==> src/pkg/sbp_pkg.sv <==
// package for the serial bus phy base configuration register bank
package sbp_pkg;
  // register byte offsets on the apb
  localparam logic [7:0] OFS_CONFIG = 8'h00;
  localparam logic [7:0] OFS_IRQ = 8'h04;
  localparam logic [7:0] OFS_MODE = 8'h08;
  localparam logic [7:0] OFS_SELECT = 8'h0C;
  localparam logic [7:0] OFS_SELFID = 8'h10;
  localparam logic [7:0] OFS_PORT_STAT = 8'h14;
  // config register fields
  localparam int CFG_CONTENDER_POS = 0;
  localparam int CFG_SKEW_POS = 4;
  localparam int CFG_PWR_POS = 8;
  localparam int CFG_WATCH_POS = 12;
  localparam int CFG_SHORT_RST_POS = 13;
  // irq register fields
  localparam int IRQ_CFG_TO_POS = 0;
  localparam int IRQ_CPWR_POS = 1;
  localparam int IRQ_STATE_TO_POS = 2;
  localparam int IRQ_PORT_EV_POS = 3;
  // mode register fields
  localparam int MODE_FAST_POS = 0;
  localparam int MODE_MIXED_POS = 1;
  localparam int MODE_LEGACY_POS = 4;
  localparam int MODE_BETA_POS = 8;
  localparam int MODE_BRIDGE_POS = 12;
  // select register fields
  localparam int SEL_PAGE_POS = 0;
  localparam int SEL_PORT_POS = 4;
  // self-id packet bit positions
  localparam int SID_CONTENDER_BIT = 20;
  localparam int SID_PWR_POS = 21;
  localparam int SID_BRIDGE_POS = 18;
  // reset values, fixed skew, speed cap and port count
  localparam logic [2:0] SKEW_VALUE = 3'h0;
  localparam logic [2:0] PAGE_RESET = 3'h0;
  localparam logic [3:0] PORT_RESET = 4'h0;
  localparam logic [1:0] BRIDGE_RESET = 2'h0;
  localparam logic [2:0] SPEED_S400 = 3'h2;
  localparam logic [3:0] NUM_PORTS = 4'h3;
  // timing of the short reset
  localparam real SHORT_RESET_NS = 1300.0;
  localparam real CLK_PERIOD_NS = 50.0;
  localparam int SHORT_RESET_CYC = int'($ceil(SHORT_RESET_NS / CLK_PERIOD_NS));
  localparam logic [7:0] SHORT_RESET_CNT = 8'(SHORT_RESET_CYC);

  // per-port status and events
  typedef struct packed {
    logic [2:0] connected;
    logic [2:0] bias;
    logic [2:0] disabled;
    logic [2:0] fault;
    logic [2:0] resume_start;
  } sbp_port_type;

  // bus state handed in by the arbitration core
  typedef struct packed {
    logic cfg_timeout;
    logic state_timeout;
    logic bus_reset_done;
    logic legacy_no_short;
    logic legacy_speed_valid;
    logic [2:0] legacy_speed;
  } sbp_arb_type;
endpackage

==> src/sbp_regs.sv <==
// base configuration and status register bank of the serial bus phy
//
// The APB interface to the registers and the register addresses were chosen for this implementation.
`timescale 1ns/1ps
// Notes on behaviour
// - contender flag drives self-id bit 20
// - contender clears on hardware reset, survives bus reset, set only by write
// - repeater skew field is read-only zero
// - power class loaded from straps at reset, kept on bus reset, in self-id 21-23
// - resume on any port sets port event when resume watch enabled
// - short reset request starts 1.3 us bus reset, cleared by any bus reset
// - short reset becomes long reset when a legacy node cannot do short
// - config timeout flag set by tree-id timeout, write one clears
// - any timeout or power flag with watch enable raises link-on while link inactive
// - cable power drop set on sense falling, one after reset, write one clears
// - state timeout sets its flag and forces a long bus reset when the sequencer is idle
// - port status change on enabled port sets port event flag
// - fast arbitration enable, zero at reset, ignored in beta mode
// - mixed speed concat enable, zero at reset, ignored in beta mode
// - legacy path top speed from received self-ids, capped at s400
// - beta capable link flag follows beta mode strap
// - bridge field feeds self-id, zero after reset
// - page choice selects page for the port status register at 0x14, zero at reset
// - port choice selects port, zero at reset
// - unimplemented selected port reads all zero
module sbp_regs (
  input wire logic core_clk,
  input wire logic sys_rst,
  input wire logic psel,
  input wire logic penable,
  input wire logic pwrite,
  input wire logic [7:0] paddr,
  input wire logic [31:0] pwdata,
  output logic [31:0] prdata,
  output logic pready,
  output logic pslverr,
  input wire logic [2:0] power_class_straps,
  input wire logic beta_mode_strap,
  input wire logic beta_mode_active,
  input wire logic cable_power_sense,
  input wire logic link_active,
  input wire sbp_pkg::sbp_port_type port_stat,
  input wire logic [2:0] port_event_enable,
  input wire sbp_pkg::sbp_arb_type arb,
  output logic [23:18] selfid_bits,
  output logic bus_reset_start,
  output logic bus_reset_long,
  output logic bus_reset_active,
  output logic link_on_output,
  output logic fast_arb_active,
  output logic mixed_concat_active
);
  import sbp_pkg::*;

  logic contender_q;
  logic [2:0] pwr_class_q;
  logic resume_watch_irq_enable_q;
  logic short_reset_request_q;
  logic config_timeout_flag_q;
  logic cable_power_drop_flag_q;
  logic state_timeout_flag_q;
  logic port_event_flag_q;
  logic fast_arbitration_enable_q;
  logic mixed_speed_concat_enable_q;
  logic [2:0] legacy_path_top_speed_q;
  logic [1:0] bridge_q;
  logic [2:0] page_q;
  logic [3:0] port_q;
  logic cps_prev_q;
  logic strap_load_q;
  logic [7:0] rst_cnt_q;
  sbp_port_type port_prev_q;

  typedef enum logic [1:0] {
    ST_IDLE = 2'b00,
    ST_SHORT = 2'b01,
    ST_LONG = 2'b10
  } sbp_rst_type;
  sbp_rst_type rst_state_q;

  // apb access strobes; zero wait states, so access completes on first penable
  logic wr_en;
  logic rd_en;
  logic bus_reset_evt;
  logic [2:0] port_change;
  logic port_event_set;
  logic clr_hit;
  logic [31:0] rd_d;
  assign wr_en = psel && penable && pwrite;
  assign rd_en = psel && penable && !pwrite;

  function automatic logic hit(input logic [7:0] a, input logic [7:0] ofs);
    return a == ofs;
  endfunction

  function automatic logic w1c(input logic flag, input logic set, input logic clr);
    // set beats a simultaneous clear so no event is lost
    return set | (flag & ~clr);
  endfunction

  // any bus reset finishing or starting clears the short request
  assign bus_reset_evt = bus_reset_start || arb.bus_reset_done;

  // contender, watch enable and strap capture; bus reset leaves them alone
  always_ff @(posedge core_clk) begin
    if (sys_rst) begin
      contender_q <= 1'b0;
      resume_watch_irq_enable_q <= 1'b0;
      strap_load_q <= 1'b1;
    end else begin
      strap_load_q <= 1'b0;
      if (wr_en && hit(paddr, OFS_CONFIG)) begin
        contender_q <= pwdata[CFG_CONTENDER_POS];
        resume_watch_irq_enable_q <= pwdata[CFG_WATCH_POS];
      end
    end
  end

  // straps caught on the first clock after reset release
  always_ff @(posedge core_clk) begin
    if (sys_rst) begin
      pwr_class_q <= 3'h0;
    end else if (strap_load_q) begin
      pwr_class_q <= power_class_straps;
    end else if (wr_en && hit(paddr, OFS_CONFIG)) begin
      pwr_class_q <= pwdata[CFG_PWR_POS +: 3];
    end
  end

  // short reset request: a write of one wins over a clear from an older reset
  always_ff @(posedge core_clk) begin
    if (sys_rst) begin
      short_reset_request_q <= 1'b0;
    end else if (wr_en && hit(paddr, OFS_CONFIG) && pwdata[CFG_SHORT_RST_POS]) begin
      short_reset_request_q <= 1'b1;
    end else if (bus_reset_evt) begin
      short_reset_request_q <= 1'b0;
    end
  end

  // bus reset sequencer; the request is honoured once the sequencer is idle
  always_ff @(posedge core_clk) begin
    if (sys_rst) begin
      rst_state_q <= ST_IDLE;
      rst_cnt_q <= 8'h00;
      bus_reset_start <= 1'b0;
      bus_reset_long <= 1'b0;
      bus_reset_active <= 1'b0;
    end else begin
      bus_reset_start <= 1'b0;
      bus_reset_active <= (rst_state_q != ST_IDLE) || bus_reset_start;
      unique case (rst_state_q)
        ST_IDLE: begin
          if (arb.state_timeout) begin
            rst_state_q <= ST_LONG;
            bus_reset_start <= 1'b1;
            bus_reset_long <= 1'b1;
          end else if (short_reset_request_q) begin
            bus_reset_start <= 1'b1;
            bus_reset_long <= arb.legacy_no_short;
            rst_state_q <= arb.legacy_no_short ? ST_LONG : ST_SHORT;
            rst_cnt_q <= SHORT_RESET_CNT;
          end
        end
        ST_SHORT: begin
          // short reset timed here; long one is ended by the arbitration core
          if (rst_cnt_q == 8'h01) begin
            rst_state_q <= ST_IDLE;
          end
          rst_cnt_q <= rst_cnt_q - 8'h01;
        end
        ST_LONG: begin
          if (arb.bus_reset_done) begin
            rst_state_q <= ST_IDLE;
            bus_reset_long <= 1'b0;
          end
        end
        default: rst_state_q <= ST_IDLE;
      endcase
    end
  end

  // interrupt flags, write one to clear, writing zero does nothing
  assign clr_hit = wr_en && hit(paddr, OFS_IRQ);
  always_ff @(posedge core_clk) begin
    if (sys_rst) begin
      config_timeout_flag_q <= 1'b0;
      cable_power_drop_flag_q <= 1'b1;
      state_timeout_flag_q <= 1'b0;
      port_event_flag_q <= 1'b0;
    end else begin
      config_timeout_flag_q <= w1c(config_timeout_flag_q, arb.cfg_timeout,
                                   clr_hit && pwdata[IRQ_CFG_TO_POS]);
      cable_power_drop_flag_q <= w1c(cable_power_drop_flag_q, cps_prev_q && !cable_power_sense,
                                     clr_hit && pwdata[IRQ_CPWR_POS]);
      state_timeout_flag_q <= w1c(state_timeout_flag_q, arb.state_timeout,
                                  clr_hit && pwdata[IRQ_STATE_TO_POS]);
      port_event_flag_q <= w1c(port_event_flag_q, port_event_set,
                               clr_hit && pwdata[IRQ_PORT_EV_POS]);
    end
  end

  // previous levels for edge and change detection
  always_ff @(posedge core_clk) begin
    if (sys_rst) begin
      cps_prev_q <= 1'b1; // idle level of the sense pin, no false fall
      port_prev_q <= '0;
    end else begin
      cps_prev_q <= cable_power_sense;
      port_prev_q <= port_stat;
    end
  end

  // port status change gated per port; resume start gated by watch enable
  assign port_change = (port_stat.connected ^ port_prev_q.connected) |
                       (port_stat.bias ^ port_prev_q.bias) |
                       (port_stat.disabled ^ port_prev_q.disabled) |
                       (port_stat.fault ^ port_prev_q.fault);
  assign port_event_set = |(port_change & port_event_enable) ||
                          (resume_watch_irq_enable_q && |port_stat.resume_start);

  // registered outputs; link-on only while the link is down, beta mode masks acceleration
  always_ff @(posedge core_clk) begin
    if (sys_rst) begin
      link_on_output <= 1'b0;
      fast_arb_active <= 1'b0;
      mixed_concat_active <= 1'b0;
      selfid_bits <= 6'h00;
    end else begin
      link_on_output <= resume_watch_irq_enable_q && !link_active &&
                        (config_timeout_flag_q || cable_power_drop_flag_q || state_timeout_flag_q);
      fast_arb_active <= fast_arbitration_enable_q && !beta_mode_active;
      mixed_concat_active <= mixed_speed_concat_enable_q && !beta_mode_active;
      selfid_bits[SID_CONTENDER_BIT] <= contender_q;
      selfid_bits[SID_PWR_POS +: 3] <= pwr_class_q;
      selfid_bits[SID_BRIDGE_POS +: 2] <= bridge_q;
    end
  end

  // arbitration options and bridge field
  always_ff @(posedge core_clk) begin
    if (sys_rst) begin
      fast_arbitration_enable_q <= 1'b0;
      mixed_speed_concat_enable_q <= 1'b0;
      bridge_q <= BRIDGE_RESET;
    end else if (wr_en && hit(paddr, OFS_MODE)) begin
      fast_arbitration_enable_q <= pwdata[MODE_FAST_POS];
      mixed_speed_concat_enable_q <= pwdata[MODE_MIXED_POS];
      bridge_q <= pwdata[MODE_BRIDGE_POS +: 2];
    end
  end

  // legacy speed: restart on each bus reset, keep highest seen, cap at s400
  always_ff @(posedge core_clk) begin
    if (sys_rst) begin
      legacy_path_top_speed_q <= 3'h0;
    end else if (bus_reset_start) begin
      legacy_path_top_speed_q <= 3'h0;
    end else if (arb.legacy_speed_valid) begin
      if (arb.legacy_speed > legacy_path_top_speed_q) begin
        legacy_path_top_speed_q <= (arb.legacy_speed > SPEED_S400) ? SPEED_S400 : arb.legacy_speed;
      end
    end
  end

  // page and port choice
  always_ff @(posedge core_clk) begin
    if (sys_rst) begin
      page_q <= PAGE_RESET;
      port_q <= PORT_RESET;
    end else if (wr_en && hit(paddr, OFS_SELECT)) begin
      page_q <= pwdata[SEL_PAGE_POS +: 3];
      port_q <= pwdata[SEL_PORT_POS +: 4];
    end
  end

  // read mux; port page is only meaningful on page zero for a real port
  always_comb begin
    rd_d = 32'h0000_0000;
    unique case (paddr)
      OFS_CONFIG: begin
        rd_d[CFG_CONTENDER_POS] = contender_q;
        rd_d[CFG_SKEW_POS +: 3] = SKEW_VALUE;
        rd_d[CFG_PWR_POS +: 3] = pwr_class_q;
        rd_d[CFG_WATCH_POS] = resume_watch_irq_enable_q;
        rd_d[CFG_SHORT_RST_POS] = short_reset_request_q;
      end
      OFS_IRQ: begin
        rd_d[IRQ_CFG_TO_POS] = config_timeout_flag_q;
        rd_d[IRQ_CPWR_POS] = cable_power_drop_flag_q;
        rd_d[IRQ_STATE_TO_POS] = state_timeout_flag_q;
        rd_d[IRQ_PORT_EV_POS] = port_event_flag_q;
      end
      OFS_MODE: begin
        rd_d[MODE_FAST_POS] = fast_arbitration_enable_q;
        rd_d[MODE_MIXED_POS] = mixed_speed_concat_enable_q;
        rd_d[MODE_LEGACY_POS +: 3] = legacy_path_top_speed_q;
        rd_d[MODE_BETA_POS] = beta_mode_strap;
        rd_d[MODE_BRIDGE_POS +: 2] = bridge_q;
      end
      OFS_SELECT: begin
        rd_d[SEL_PAGE_POS +: 3] = page_q;
        rd_d[SEL_PORT_POS +: 4] = port_q;
      end
      OFS_SELFID: begin
        rd_d[23:18] = {pwr_class_q, contender_q, bridge_q};
      end
      OFS_PORT_STAT: begin
        if (page_q == 3'h0 && port_q < NUM_PORTS) begin
          rd_d[0] = port_stat.connected[port_q[1:0]];
          rd_d[1] = port_stat.bias[port_q[1:0]];
          rd_d[2] = port_stat.disabled[port_q[1:0]];
          rd_d[3] = port_stat.fault[port_q[1:0]];
          rd_d[4] = port_event_enable[port_q[1:0]];
        end // else reads zero
      end
      default: rd_d = 32'h0000_0000;
    endcase
  end

  // apb answer registered; unmapped addresses give pslverr
  always_ff @(posedge core_clk) begin
    if (sys_rst) begin
      prdata <= 32'h0000_0000;
      pready <= 1'b0;
      pslverr <= 1'b0;
    end else begin
      pready <= psel && !penable;
      pslverr <= psel && !penable && !(hit(paddr, OFS_CONFIG) || hit(paddr, OFS_IRQ) ||
                 hit(paddr, OFS_MODE) || hit(paddr, OFS_SELECT) || hit(paddr, OFS_SELFID) ||
                 hit(paddr, OFS_PORT_STAT));
      if (psel && !penable && !pwrite) begin
        prdata <= rd_d;
      end
    end
  end

  // assertions
  a_selfid_contender: assert property (@(posedge core_clk) disable iff (sys_rst)
    selfid_bits[SID_CONTENDER_BIT] == $past(contender_q)) else $error("contender not in self-id");
  a_short_clear: assert property (@(posedge core_clk) disable iff (sys_rst)
    bus_reset_start && !(wr_en && hit(paddr, OFS_CONFIG)) |=> !short_reset_request_q)
    else $error("short request not cleared by bus reset");
  a_state_to_reset: assert property (@(posedge core_clk) disable iff (sys_rst)
    arb.state_timeout && rst_state_q == ST_IDLE |=> bus_reset_start && bus_reset_long)
    else $error("state timeout without bus reset");
  a_cps_fall_flag: assert property (@(posedge core_clk) disable iff (sys_rst)
    $fell(cable_power_sense) |=> cable_power_drop_flag_q) else $error("power drop not flagged");
  a_cfg_to_set: assert property (@(posedge core_clk) disable iff (sys_rst)
    arb.cfg_timeout |=> config_timeout_flag_q) else $error("config timeout lost");
  a_flag_zero_write: assert property (@(posedge core_clk) disable iff (sys_rst)
    wr_en && hit(paddr, OFS_IRQ) && !pwdata[IRQ_STATE_TO_POS] && state_timeout_flag_q
    |=> state_timeout_flag_q) else $error("zero write cleared flag");
  a_link_on_gate: assert property (@(posedge core_clk) disable iff (sys_rst)
    link_on_output |-> $past(resume_watch_irq_enable_q) && !$past(link_active))
    else $error("link-on without cause");
  a_beta_masks: assert property (@(posedge core_clk) disable iff (sys_rst)
    $past(beta_mode_active) |-> !fast_arb_active && !mixed_concat_active)
    else $error("fast options active in beta mode");
  a_legacy_cap: assert property (@(posedge core_clk) disable iff (sys_rst)
    legacy_path_top_speed_q <= SPEED_S400) else $error("legacy speed above cap");
  a_short_len: assert property (@(posedge core_clk) disable iff (sys_rst)
    rst_state_q == ST_IDLE ##1 rst_state_q == ST_SHORT |-> rst_state_q == ST_SHORT [*8])
    else $error("short reset too brief");
endmodule

==> config.mk <==
export PLATFORM = sky130hd
export DESIGN_NAME = sbp_regs
export DESIGN_NICKNAME = d
export VERILOG_FILES = /design/src/pkg/sbp_pkg.sv /design/src/sbp_regs.sv
export SDC_FILE = /design/constraint.sdc
export NUM_CORES = 1
export LEC_CHECK = 0
export ABC_AREA = 1
export BUFFER_PORTS_ARGS = -buffer_cell sky130_fd_sc_hd__buf_4
export CAP_MARGIN = 20
export CORE_MARGIN = 5
export CORE_UTILIZATION = 45
export DETAILED_ROUTE_END_ITERATION = 10
export PLACE_DENSITY = 0.72
export SYNTH_ARGS = -nofsm -noshare
export SYNTH_HDL_FRONTEND = slang
export SYNTH_SLANG_ARGS = --single-unit
==> constraint.sdc <==
create_clock -name core_clk -period 2.5 [get_ports core_clk]
set_clock_uncertainty 0.2 [all_clocks]
set_input_delay 0.25 -clock core_clk [delete_from_list [all_inputs] [get_ports core_clk]]
set_output_delay 0.25 -clock core_clk [all_outputs]
set_load 0.01 [all_outputs]
==> results of run 1 <==
## through the flow
| step | total power, W | setup WS (ps) | instances | instance area (µm²) | hold WS [ps] |
|---|---|---|---|---|---|
| after floorplan | 0.001541 | 1107 | 557 | 3886 | 77.72 |
| after CTS | 0.002705 | 317.8 | 770 | 5029 | 10.14 |
| final | 0.002698 | 294.4 | 770 | 5029 | 12.92 |
| after global placement | 0.001656 | 620.9 | 728 | 4548 | 220.0 |
| after global routing | 0.002799 | 189.6 | 770 | 5029 | 30.67 |
| after detailed placement | 0.001666 | 570.0 | 728 | 4548 | 226.3 |
## critical path, cell delays in order
cell and delay (ps):
dlygate4sd3_1 530, buf_4 110, inv_1 30, ha_1 280
nand3_1 70, nand2_1 60, inv_1 40, nand2_1 60
inv_1 110, nand3_1 80, dlygate4sd3_1 560, a21oi_1 110
## flip-flops by register name, summed over array words and instances (netlist names), 2 cells and up
name	flops
bridge_q	2
selfid_bits	6
pwr_class_q	3
port_prev_q	12
rst_cnt_q	8
port_q	4
legacy_path_top_speed_q	3
prdata	19
rst_state_q	2
page_q	3
## Yosys cell counts (2+ instances only)
cell,number
buf_2,5
dfxtp_1,81
nor2_2,2
o21ai_2,2
inv_2,4
a211oi_1,3
nor4_1,2
nor2_4,8
buf_1,3
nand2_2,2
o211ai_1,3
nor3_1,9
o21ai_1,2
nand3_1,43
nand2_1,121
o21ai_0,34
ha_1,5
o21a_1,3
clkbuf_1,4
a21oi_1,41
buf_4,13
nand2_4,3
nor2_1,61
inv_1,78
## power groups by stage
stage,clock (W),combinational [W],sequential (W)
floorplan,0,0.000162,0.00138
global placement,0,0.000280,0.00138
detailed placement,0,0.000288,0.00138
CTS,0.00104,0.000322,0.00135
global route,0.00109,0.000359,0.00135
finish,0.00103,0.000323,0.00135
## kinds of logic after synthesis
kind of cell / synth area share, %
flops: 42.22
buf+inv: 12.18
other cells: 0.09763
simple gates: 30.88
compound gates: 13.00
fa+ha+maj: 1.629
## metal layers
layer	vias up	part of all wire, %	track usage [%]
li1	1928	-	-
met1	1695	44	24.44
met2	91	49	32.58
met3	12	6.2	4.164
met4	0	1.5	6.559
met5	-	0	0
## worst paths after layout
kind | slack [ps] | cells after the start | start | endpoint
worst min-delay path | 10 | 5 | beta_mode_strap | prdata[8]$_SDFFE_PP0P_
worst max register to register | 440 | 10 | legacy_path_top_speed_q[1]$_SDFFE_PP0P_ | legacy_path_top_speed_q[0]$_SDFFE_PP0P_
worst min register to register | 250 | 2 | bridge_q[1]$_SDFFE_PP0P_ | selfid_bits[19]$_SDFF_PP0_
worst max-delay path | 290 | 12 | arb[0] | legacy_path_top_speed_q[0]$_SDFFE_PP0P_
## layout make-up
cell class / count / area [µm²] / area share (%)
Timing Repair Buffer: 119 / 960.9 / 19.11
Clock inverter: 3 / 65.06 / 1.294
Multi-Input combinational cell: 368 / 1797 / 35.73
Clock buffer: 12 / 145.1 / 2.886
Inverter: 82 / 307.8 / 6.121
Sequential cell: 81 / 1622 / 32.25
Tap cell: 105 / 131.4 / 2.613
## timing repair
item	CTS	global route
hold buffers	27	0
endpoints found under the hold margin	30	0
resized for setup	0	0
==> flow_summary_export.csv, run 1 <==
group,metric,value,unit
die,core,8258,µm²
synthesis,syn_area,3841,µm²
pwr,pwr-share-comb,12.0,%
timing,period_share,88.22,%
global_routing,grt_pass1_vias,3507,
run,cap_viol_max_count,0,
detailed_routing,drtAntennaViolNets,0,
clock_network,clkLatencyLatePin,350,ps
clock_network,cts_root_buffer,"clkbuf_8",
synthesis,synth_cells,545,
place,io_buffers,91,
synthesis,synth_top_cell_area_share,42.21,%
detailed_routing,drt-total-wl,9977,µm
layout,final_common_cell,"nand2_1",
clock_network,cts_buffers,9,
hold_path,worst_hold_path_type,"in2reg",
run_status,status,"completed",
clock_network,cts_tree,"yes",
clock_network,post_cts_buffers,0,
place,post-dp-hpwl,7421,µm
timing,finalSetupTns,0,ps
die,initial_core_util,46.52,%
detailed_routing,via_per_inst,4.839,
clock_network,htreeDepth,3,
synthesis,synth_edf_count,0,
setup_path,worstPathRequired,2590,ps
setup_path,cp-start-kind,"input pin",
detailed_routing,route.detailed.drc,0,
synthesis,synthFlopType,"dfxtp_1",
layout,postLayoutCoreUtil,60.89,%
synthesis,synth_cell_types,37,
global_routing,grt_max_degree,47,
clock_network,cts_sinks,81,
place,gp_congestion,0.8338,
synthesis,synth_warnings,0,
pwr,p_sw,0.0006345,W
layout,antenna_cells,0,
clock_network,cts_buffer_depth,2,
detailed_routing,dr.pass1.iters,4,
setup_path,path_max_fanout,4,
layout,fillers,744,
pwr,switching_share,23.52,%
global_routing,grtUsageTotal,19.29,%
clock_network,clk_pin_slew_worst_paths,80,ps
die,die-area,10480,µm²
timing,min_period,2206,ps
die,pin_count,124,
layout,final_cell_mix,"121 x nand2_1, 92 x buf_4, 81 x dfxtp_1",
pwr,p_clk_share,38.1,%
setup_path,end_kind,"flop",
pwr,vdd_drop_max,0.3464,mV
detailed_routing,drt-initial-drc-count,115,
timing,worst_pin_slew,547.8,ps
timing,relSlewSlack,63.43,%
synthesis,ys_ff_latch,81,
synthesis,async_flop_share,0,%
global_routing,grt_pass1_wl,15880,µm
layout,area_growth,30.91,%
layout,drive_gt1_share,19.70,%
setup_path,critPathKind,"in2reg",
die,die_y,102.4,µm
synthesis,syn_avg_cell_area,7.048,µm²
global_routing,grt.overflow.total,0,
synthesis,synthTopCellsByArea,"dfxtp_1 42%, nand2_1 12%, inv_1 7.6%",
synthesis,synth-seq-area-share,42.21,%
layout,fin_nets,744,
pwr,powerDensity,536.6,nW/µm²
timing,hold_viol,0,
pwr,p_int,0.002064,W
pwr,seqPwrFrac,50.0,%
detailed_routing,via_count,3726,
global_routing,antenna_found_initial,0,
timing,slew_violations,0,
timing,rsz0062_at_grt,"no",
die,rows,33,
setup_path,worst-endpoint-arrival,2290,ps
pwr,p_leak,2.407,nW
timing,fmax,453.4,MHz
die,die_w,102.4,µm
detailed_routing,avgRoutedWirePerCell,12.96,µm
timing,setup_viol,0,
synthesis,yosysTopAreaCell,"dfxtp_1",
No activity file was read; power rests on OpenSTA's default activity.
==> run 2: changes to the inputs <==
Settings changed: ABC_AREA 1 to 0, PLACE_DENSITY 0.72 to 0.73.
Clock period 2.5 ns to 2.6 ns, I/O delays scaled along.
==> flow_summary_export.csv, run 2 <==
group,metric,value,unit
die,die-area,9776,µm²
layout,largestRegisters,"prdata: 19 flops, port_prev_q: 12 flops, rst_cnt_q: 8 flops",
layout,final_cell_mix,"93 x buf_4, 81 x dfxtp_1, 49 x nor2_1",
clock_network,cts_tree,"yes",
timing,min_period,1851,ps
layout,drive_gt1_share,23.98,%
synthesis,synth_warnings,0,
synthesis,synth_top_cell_area_share,45.62,%
global_routing,grt_pass1_wl,14690,µm
timing,setup_viol,0,
global_routing,grt_pass1_vias,3040,
clock_network,cts_buffers,9,
layout,fin_nets,595,
global_routing,grt.overflow.total,0,
synthesis,synthFlopType,"dfxtp_1",
detailed_routing,via_per_inst,5.124,
global_routing,grt_max_degree,82,
layout,fin_cells,619,
hold_path,whs_path_depth,3,
synthesis,yosysTopAreaCell,"dfxtp_1",
global_routing,grtUsageTotal,18.44,%
setup_path,timing.rr.end,"rst_cnt_q[6]$_SDFFE_PP0P_",
timing,relSlewSlack,44.73,%
setup_path,endpoint,"rst_cnt_q[6]$_SDFFE_PP0P_",
setup_path,end_kind,"flop",
clock_network,cts_sinks,81,
global_routing,antenna_found_initial,0,
synthesis,synth_cells,400,
setup_path,crit_chain,"nor2b_1 > buf_4 > nand3b_1 > nor4_1 > mux2_2 > nor2_1",
synthesis,yosysMostFrequentCell,"dfxtp_1",
synthesis,syn_area,3555,µm²
place,dp.cells,574,
synthesis,synth_edf_count,0,
place,post-dp-hpwl,6659,µm
setup_path,crit_start,"rst_state_q[0]$_SDFFE_PP0P_",
place,io_buffers,91,
setup_path,crit_path_max_incr_delay,450,ps
synthesis,synth-seq-area-share,45.62,%
layout,final_common_cell,"buf_4",
synthesis,ys_ff_latch,81,
clock_network,clkLatencyLatePin,340,ps
place,gp_congestion,0.9546,
layout,regMostFlops,"prdata",
synthesis,synth_cell_types,46,
setup_path,ff2ff_setup_slack,750,ps
pwr,vdd_drop_max,0.3409,mV
synthesis,async_flop_share,0,%
timing,hold_viol,0,
setup_path,cp-start-kind,"flop",
timing,worst_pin_slew,829.0,ps
layout,area_growth,33.05,%
die,die_w,98.88,µm
timing,finalSetupTns,0,ps
pwr,powerDensity,537.8,nW/µm²
detailed_routing,route.detailed.drc,0,
setup_path,critPathKind,"reg2reg",
timing,slew_violations,0,
clock_network,clk_pin_slew_worst_paths,80,ps
global_routing,grt_use_met2,31.97,%
timing,rsz0062_at_grt,"no",
clock_network,cts_root_buffer,"clkbuf_8",
synthesis,synthTopCellsByArea,"dfxtp_1 46%, nor2_1 5.2%, nand2_1 4.9%",
die,die_y,98.88,µm
die,pin_count,124,
pwr,p_leak,1.924,nW
detailed_routing,dr.pass1.iters,4,
clock_network,htreeDepth,3,
run,cap_viol_max_count,0,
setup_path,regToRegStartpoint,"rst_state_q[0]$_SDFFE_PP0P_",
die,initial_core_util,46.00,%
die,rows,32,
hold_path,worst_hold_path_type,"in2reg",
detailed_routing,drt-total-wl,9296,µm
layout,largest_reg_flops,19,
global_routing,busiest_layer,"met2",
layout,fillers,660,
synthesis,synth_common_cells,"81 x dfxtp_1, 49 x nor2_1, 46 x nand2_1",
detailed_routing,drt-initial-drc-count,169,
setup_path,path_max_fanout,8,
detailed_routing,via_count,3172,
die,core,7727,µm²
timing,fmax,540.1,MHz
run_status,status,"completed",
setup_path,worst-endpoint-arrival,1920,ps
setup_path,cp_slowest_cell,"dfxtp_1",
setup_path,r2r_cells,6,
timing,period_share,71.21,%
synthesis,syn_avg_cell_area,8.887,µm²
clock_network,cts_buffer_depth,2,
clock_network,cts-resized-gates,0,
global_routing,use_met1,23.14,%
setup_path,worstPathRequired,2670,ps
detailed_routing,avgRoutedWirePerCell,15.02,µm
layout,antenna_cells,0,
detailed_routing,drtAntennaViolNets,0,
global_routing,use_met3,3.326,%
-- run 2: how the worst min path moves through the flow --
| stage | startpoint | end | slack (ps) |
|---|---|---|---|
| 2_1_floorplan | sys_rst | strap_load_q$_DFF_P_ | 90 |
| 4_1_cts | port_stat[2] | port_event_flag_q$_SDFF_PP0_ | 10 |
| 3_5_place_dp | link_active | link_on_output$_SDFF_PP0_ | 230 |
| 3_3_place_gp | link_active | link_on_output$_SDFF_PP0_ | 230 |
| 5_1_grt | port_stat[2] | port_event_flag_q$_SDFF_PP0_ | 30 |
| 6_report | port_stat[2] | port_event_flag_q$_SDFF_PP0_ | 20 |
-- run 2: cell families after synthesis --
family | share of synthesized area (%)
buffers and inverters | 6.265
other | 0.1055
and+or+nand+nor | 23.87
AOI/OAI and AO/OA | 12.07
muxes | 7.357
xor gates and xnor gates | 2.957
DFF | 45.62
adders and majority gates | 1.760
-- run 2: per-layer routing --
layer | share of wire (%) | wire length, µm
met3 | 7.1 | 664
met5 | 0 | 0
met4 | 0.71 | 66
met2 | 49 | 4579
met1 | 43 | 3986
-- run 2: worst max-delay path, delay by kind of cell, from the launching register on --
kind / cells / cell delay [ps]
and+or+nand+nor: 4 / 610
DFF: 1 / 450
muxes: 1 / 360
buffers and inverters: 1 / 170
-- run 2: area by class of cell --
cell class / count / area, µm² / share of cell area [%]
clock buffer: 10 / 127.6 / 2.698
clock inverter: 6 / 82.58 / 1.746
inverter: 7 / 26.28 / 0.5556
multi-input combinational: 291 / 1755 / 37.12
sequential: 81 / 1622 / 34.29
tap: 102 / 127.6 / 2.698
timing repair buffer: 122 / 988.4 / 20.90
-- run 2: metrics by stage --
stage | setup slack [ps] | area (µm²) | power, W | hold slack [ps] | util, %
global placement | 475.8 | 4229 | 0.001553 | 225.2 | 54.73
finish | 748.6 | 4730 | 0.002544 | 15.76 | 61.20
CTS | 741.1 | 4730 | 0.002560 | 12.95 | 61.20
global route | 518.9 | 4730 | 0.002654 | 32.14 | 61.20
detailed placement | 401.5 | 4229 | 0.001559 | 232.2 | 54.73
floorplan | 820.1 | 3600 | 0.001448 | 87.72 | -
-- run 2: where the power goes --
group | internal [W] | leakage, nW | switching (W)
combinational | 0.000149 | 1.16 | 0.000129
clock | 0.000536 | 0.106 | 0.000439
sequential | 0.00127 | 0.660 | 0.0000199
total | 0.00196 | 1.92 | 0.000588
-- run 2: repair_timing --
item                      CTS  global route
setup buffers               0             0
hold buffers               29             0
hold endpoints to repair   35             0
==> run 3: changes to the inputs <==
Settings changed: PLACE_DENSITY 0.73 to 0.76.
Clock period 2.6 ns to 1.7 ns, I/O delays scaled along.
==> flow_summary_export.csv, run 3 (synthesized netlist as in run 2, its figures left out) <==
group,metric,value,unit
layout,final_common_cell,"buf_4",
setup_path,end_kind,"flop",
setup_path,cp-start-kind,"flop",
clock_network,cts_buffers,9,
clock_network,htreeDepth,3,
pwr,powerDensity,790.5,nW/µm²
layout,final-seq-area,1628,µm²
layout,largestRegisters,"prdata: 19 flops, port_prev_q: 12 flops, rst_cnt_q: 8 flops",
timing,fmax,595.6,MHz
hold_path,hold_end,"pready$_SDFF_PP0_",
detailed_routing,avgRoutedWirePerCell,15.34,µm
die,die-area,9776,µm²
clock_network,cts_sinks,81,
clock_network,clk_pin_slew_worst_paths,80,ps
run_status,status,"completed",
timing,hold_ws,8.850,ps
timing,period_share,98.76,%
layout,multi_input_area,1823,µm²
setup_path,critPathKind,"reg2reg",
layout,regMostFlops,"prdata",
detailed_routing,dr.pass1.iters,5,
setup_path,timing.rr.end,"rst_cnt_q[6]$_SDFFE_PP0P_",
timing,min_period,1679,ps
hold_path,min_from,"psel",
pwr,p_int,0.003184,W
pwr,p_sw,0.0009382,W
place,place_ws,-172.5,ps
detailed_routing,drt-total-wl,10190,µm
pwr,pwr-share-comb,12.1,%
place,gp_congestion,0.9075,
setup_path,ff2ff_setup_slack,20,ps
global_routing,grt_pass1_wl,16260,µm
detailed_routing,route.detailed.drc,0,
die,core,7727,µm²
global_routing,antenna_found_initial,0,
global_routing,grt.overflow.total,0,
timing,setup_viol,0,
hold_path,whs_path_depth,4,
die,die_y,98.88,µm
place,io_buffers,91,
run,cap_viol_max_count,0,
detailed_routing,via_count,3390,
setup_path,path_max_fanout,3,
layout,fillers,625,
clock_network,cts_root_buffer,"clkbuf_8",
layout,final_cell_mix,"126 x buf_4, 78 x dfxtp_1, 49 x nor2_1",
die,die_w,98.88,µm
layout,area_growth,46.71,%
setup_path,crit_chain,"inv_2 > ha_4 > nand3b_1 > nor4_2 > mux2_2 > nor2_1",
place,post-dp-hpwl,7295,µm
setup_path,cp_slowest_cell,"mux2_2",
layout,largest_reg_flops,19,
layout,drive_gt1_share,31.14,%
pwr,power,0.004122,W
pwr,switching_share,22.76,%
global_routing,grt_max_degree,45,
pwr,vdd_drop_max,0.4634,mV
layout,fin_nets,641,
setup_path,worstPathRequired,1790,ps
hold_path,worst_hold_path_type,"in2reg",
timing,layout_setup_ws,21.15,ps
pwr,p_clk_share,40.1,%
die,initial_core_util,46.00,%
die,pin_count,124,
detailed_routing,drtAntennaViolNets,0,
layout,fin_area,5215,µm²
setup_path,worst-endpoint-arrival,1770,ps
clock_network,clkLatencyLatePin,350,ps
die,rows,32,
pwr,seqPwrFrac,47.8,%
global_routing,grtUsageTotal,20.42,%
timing,rsz0062_at_grt,"yes",
clock_network,cts_tree,"yes",
timing,slew_violations,0,
timing,hold_viol,0,
clock_network,cts_buffer_depth,2,
detailed_routing,via_per_inst,5.105,
global_routing,grt_pass1_vias,3280,
layout,antenna_cells,0,
place,dpl_cell_area,4452,µm²
setup_path,r2r_cells,6,
pwr,p_leak,2.169,nW
setup_path,crit_path_max_incr_delay,360,ps
detailed_routing,drt-initial-drc-count,188,
setup_path,regToRegStartpoint,"rst_cnt_q[1]$_SDFFE_PP0P_",
==> run 3: through the flow <==
stage | util, % | cells | TNS, ps
2_1_floorplan | - | 412 | 0
3_3_place_gp | 57.61 | 602 | -1491
3_5_place_dp | 57.61 | 602 | -2358
4_1_cts | 66.24 | 659 | 0
5_1_grt | 67.49 | 664 | -232.3
6_report | 67.49 | 664 | 0
==> run 3: layout make-up <==
cell class	instances	area share (%)
multi-input cells	291	34.96
clock buffers	9	2.375
inverters	7	0.5518
flip-flops and latches	81	31.21
well taps	102	2.447
repair buffers	168	26.39
clock inverters	6	2.063
==> run 3: timing repair <==
action,CTS,global route
hold buffers,41,0
buffers inserted,1,5
gates resized for setup,5,17
pin swaps,1,9
gates cloned,0,0
endpoints found under the setup margin,2,10
hold endpoints to repair,43,0
==> run 3: how the worst max path moves through the flow <==
stage / start / to / slack (ps) / cells past startpoint
4_1_cts: legacy_path_top_speed_q[1]$_SDFFE_PP0P_ / legacy_path_top_speed_q[1]$_SDFFE_PP0P_ / 7 / 7
5_1_grt: rst_state_q[0]$_SDFFE_PP0P_ / rst_cnt_q[6]$_SDFFE_PP0P_ / -100 / 5
3_5_place_dp: paddr[5] / pwr_class_q[1]$_SDFFE_PP0P_ / -170 / 6
2_1_floorplan: paddr[3] / pwr_class_q[2]$_SDFFE_PP0P_ / 10 / 7
3_3_place_gp: paddr[5] / pwr_class_q[1]$_SDFFE_PP0P_ / -140 / 6
6_report: rst_cnt_q[1]$_SDFFE_PP0P_ / rst_cnt_q[6]$_SDFFE_PP0P_ / 20 / 6
==> run 3: power groups by stage <==
| stage | sequential, W | combinational [W] | clock [W] |
|---|---|---|---|
| floorplan | 0.00202 | 0.000197 | 0 |
| global placement | 0.00201 | 0.000391 | 0 |
| detailed placement | 0.00202 | 0.000400 | 0 |
| CTS | 0.00197 | 0.000484 | 0.00168 |
| global route | 0.00198 | 0.000542 | 0.00176 |
| finish | 0.00197 | 0.000498 | 0.00165 |
==> run 3: worst max-delay path: cells and delay by family (launching register included) <==
kind,cells,cell delay (ps)
simple gates,3,520
mux,1,360
flops,1,340
buf+inv,1,80
fa+ha+maj,1,130
==> run 3: per-layer routing <==
layer	track usage (%)	up-vias	share of wire (%)
li1	-	1670	-
met1	26.68	1579	42
met2	34.04	123	50
met3	3.468	18	5.8
met4	7.038	0	1.8
met5	0	-	0
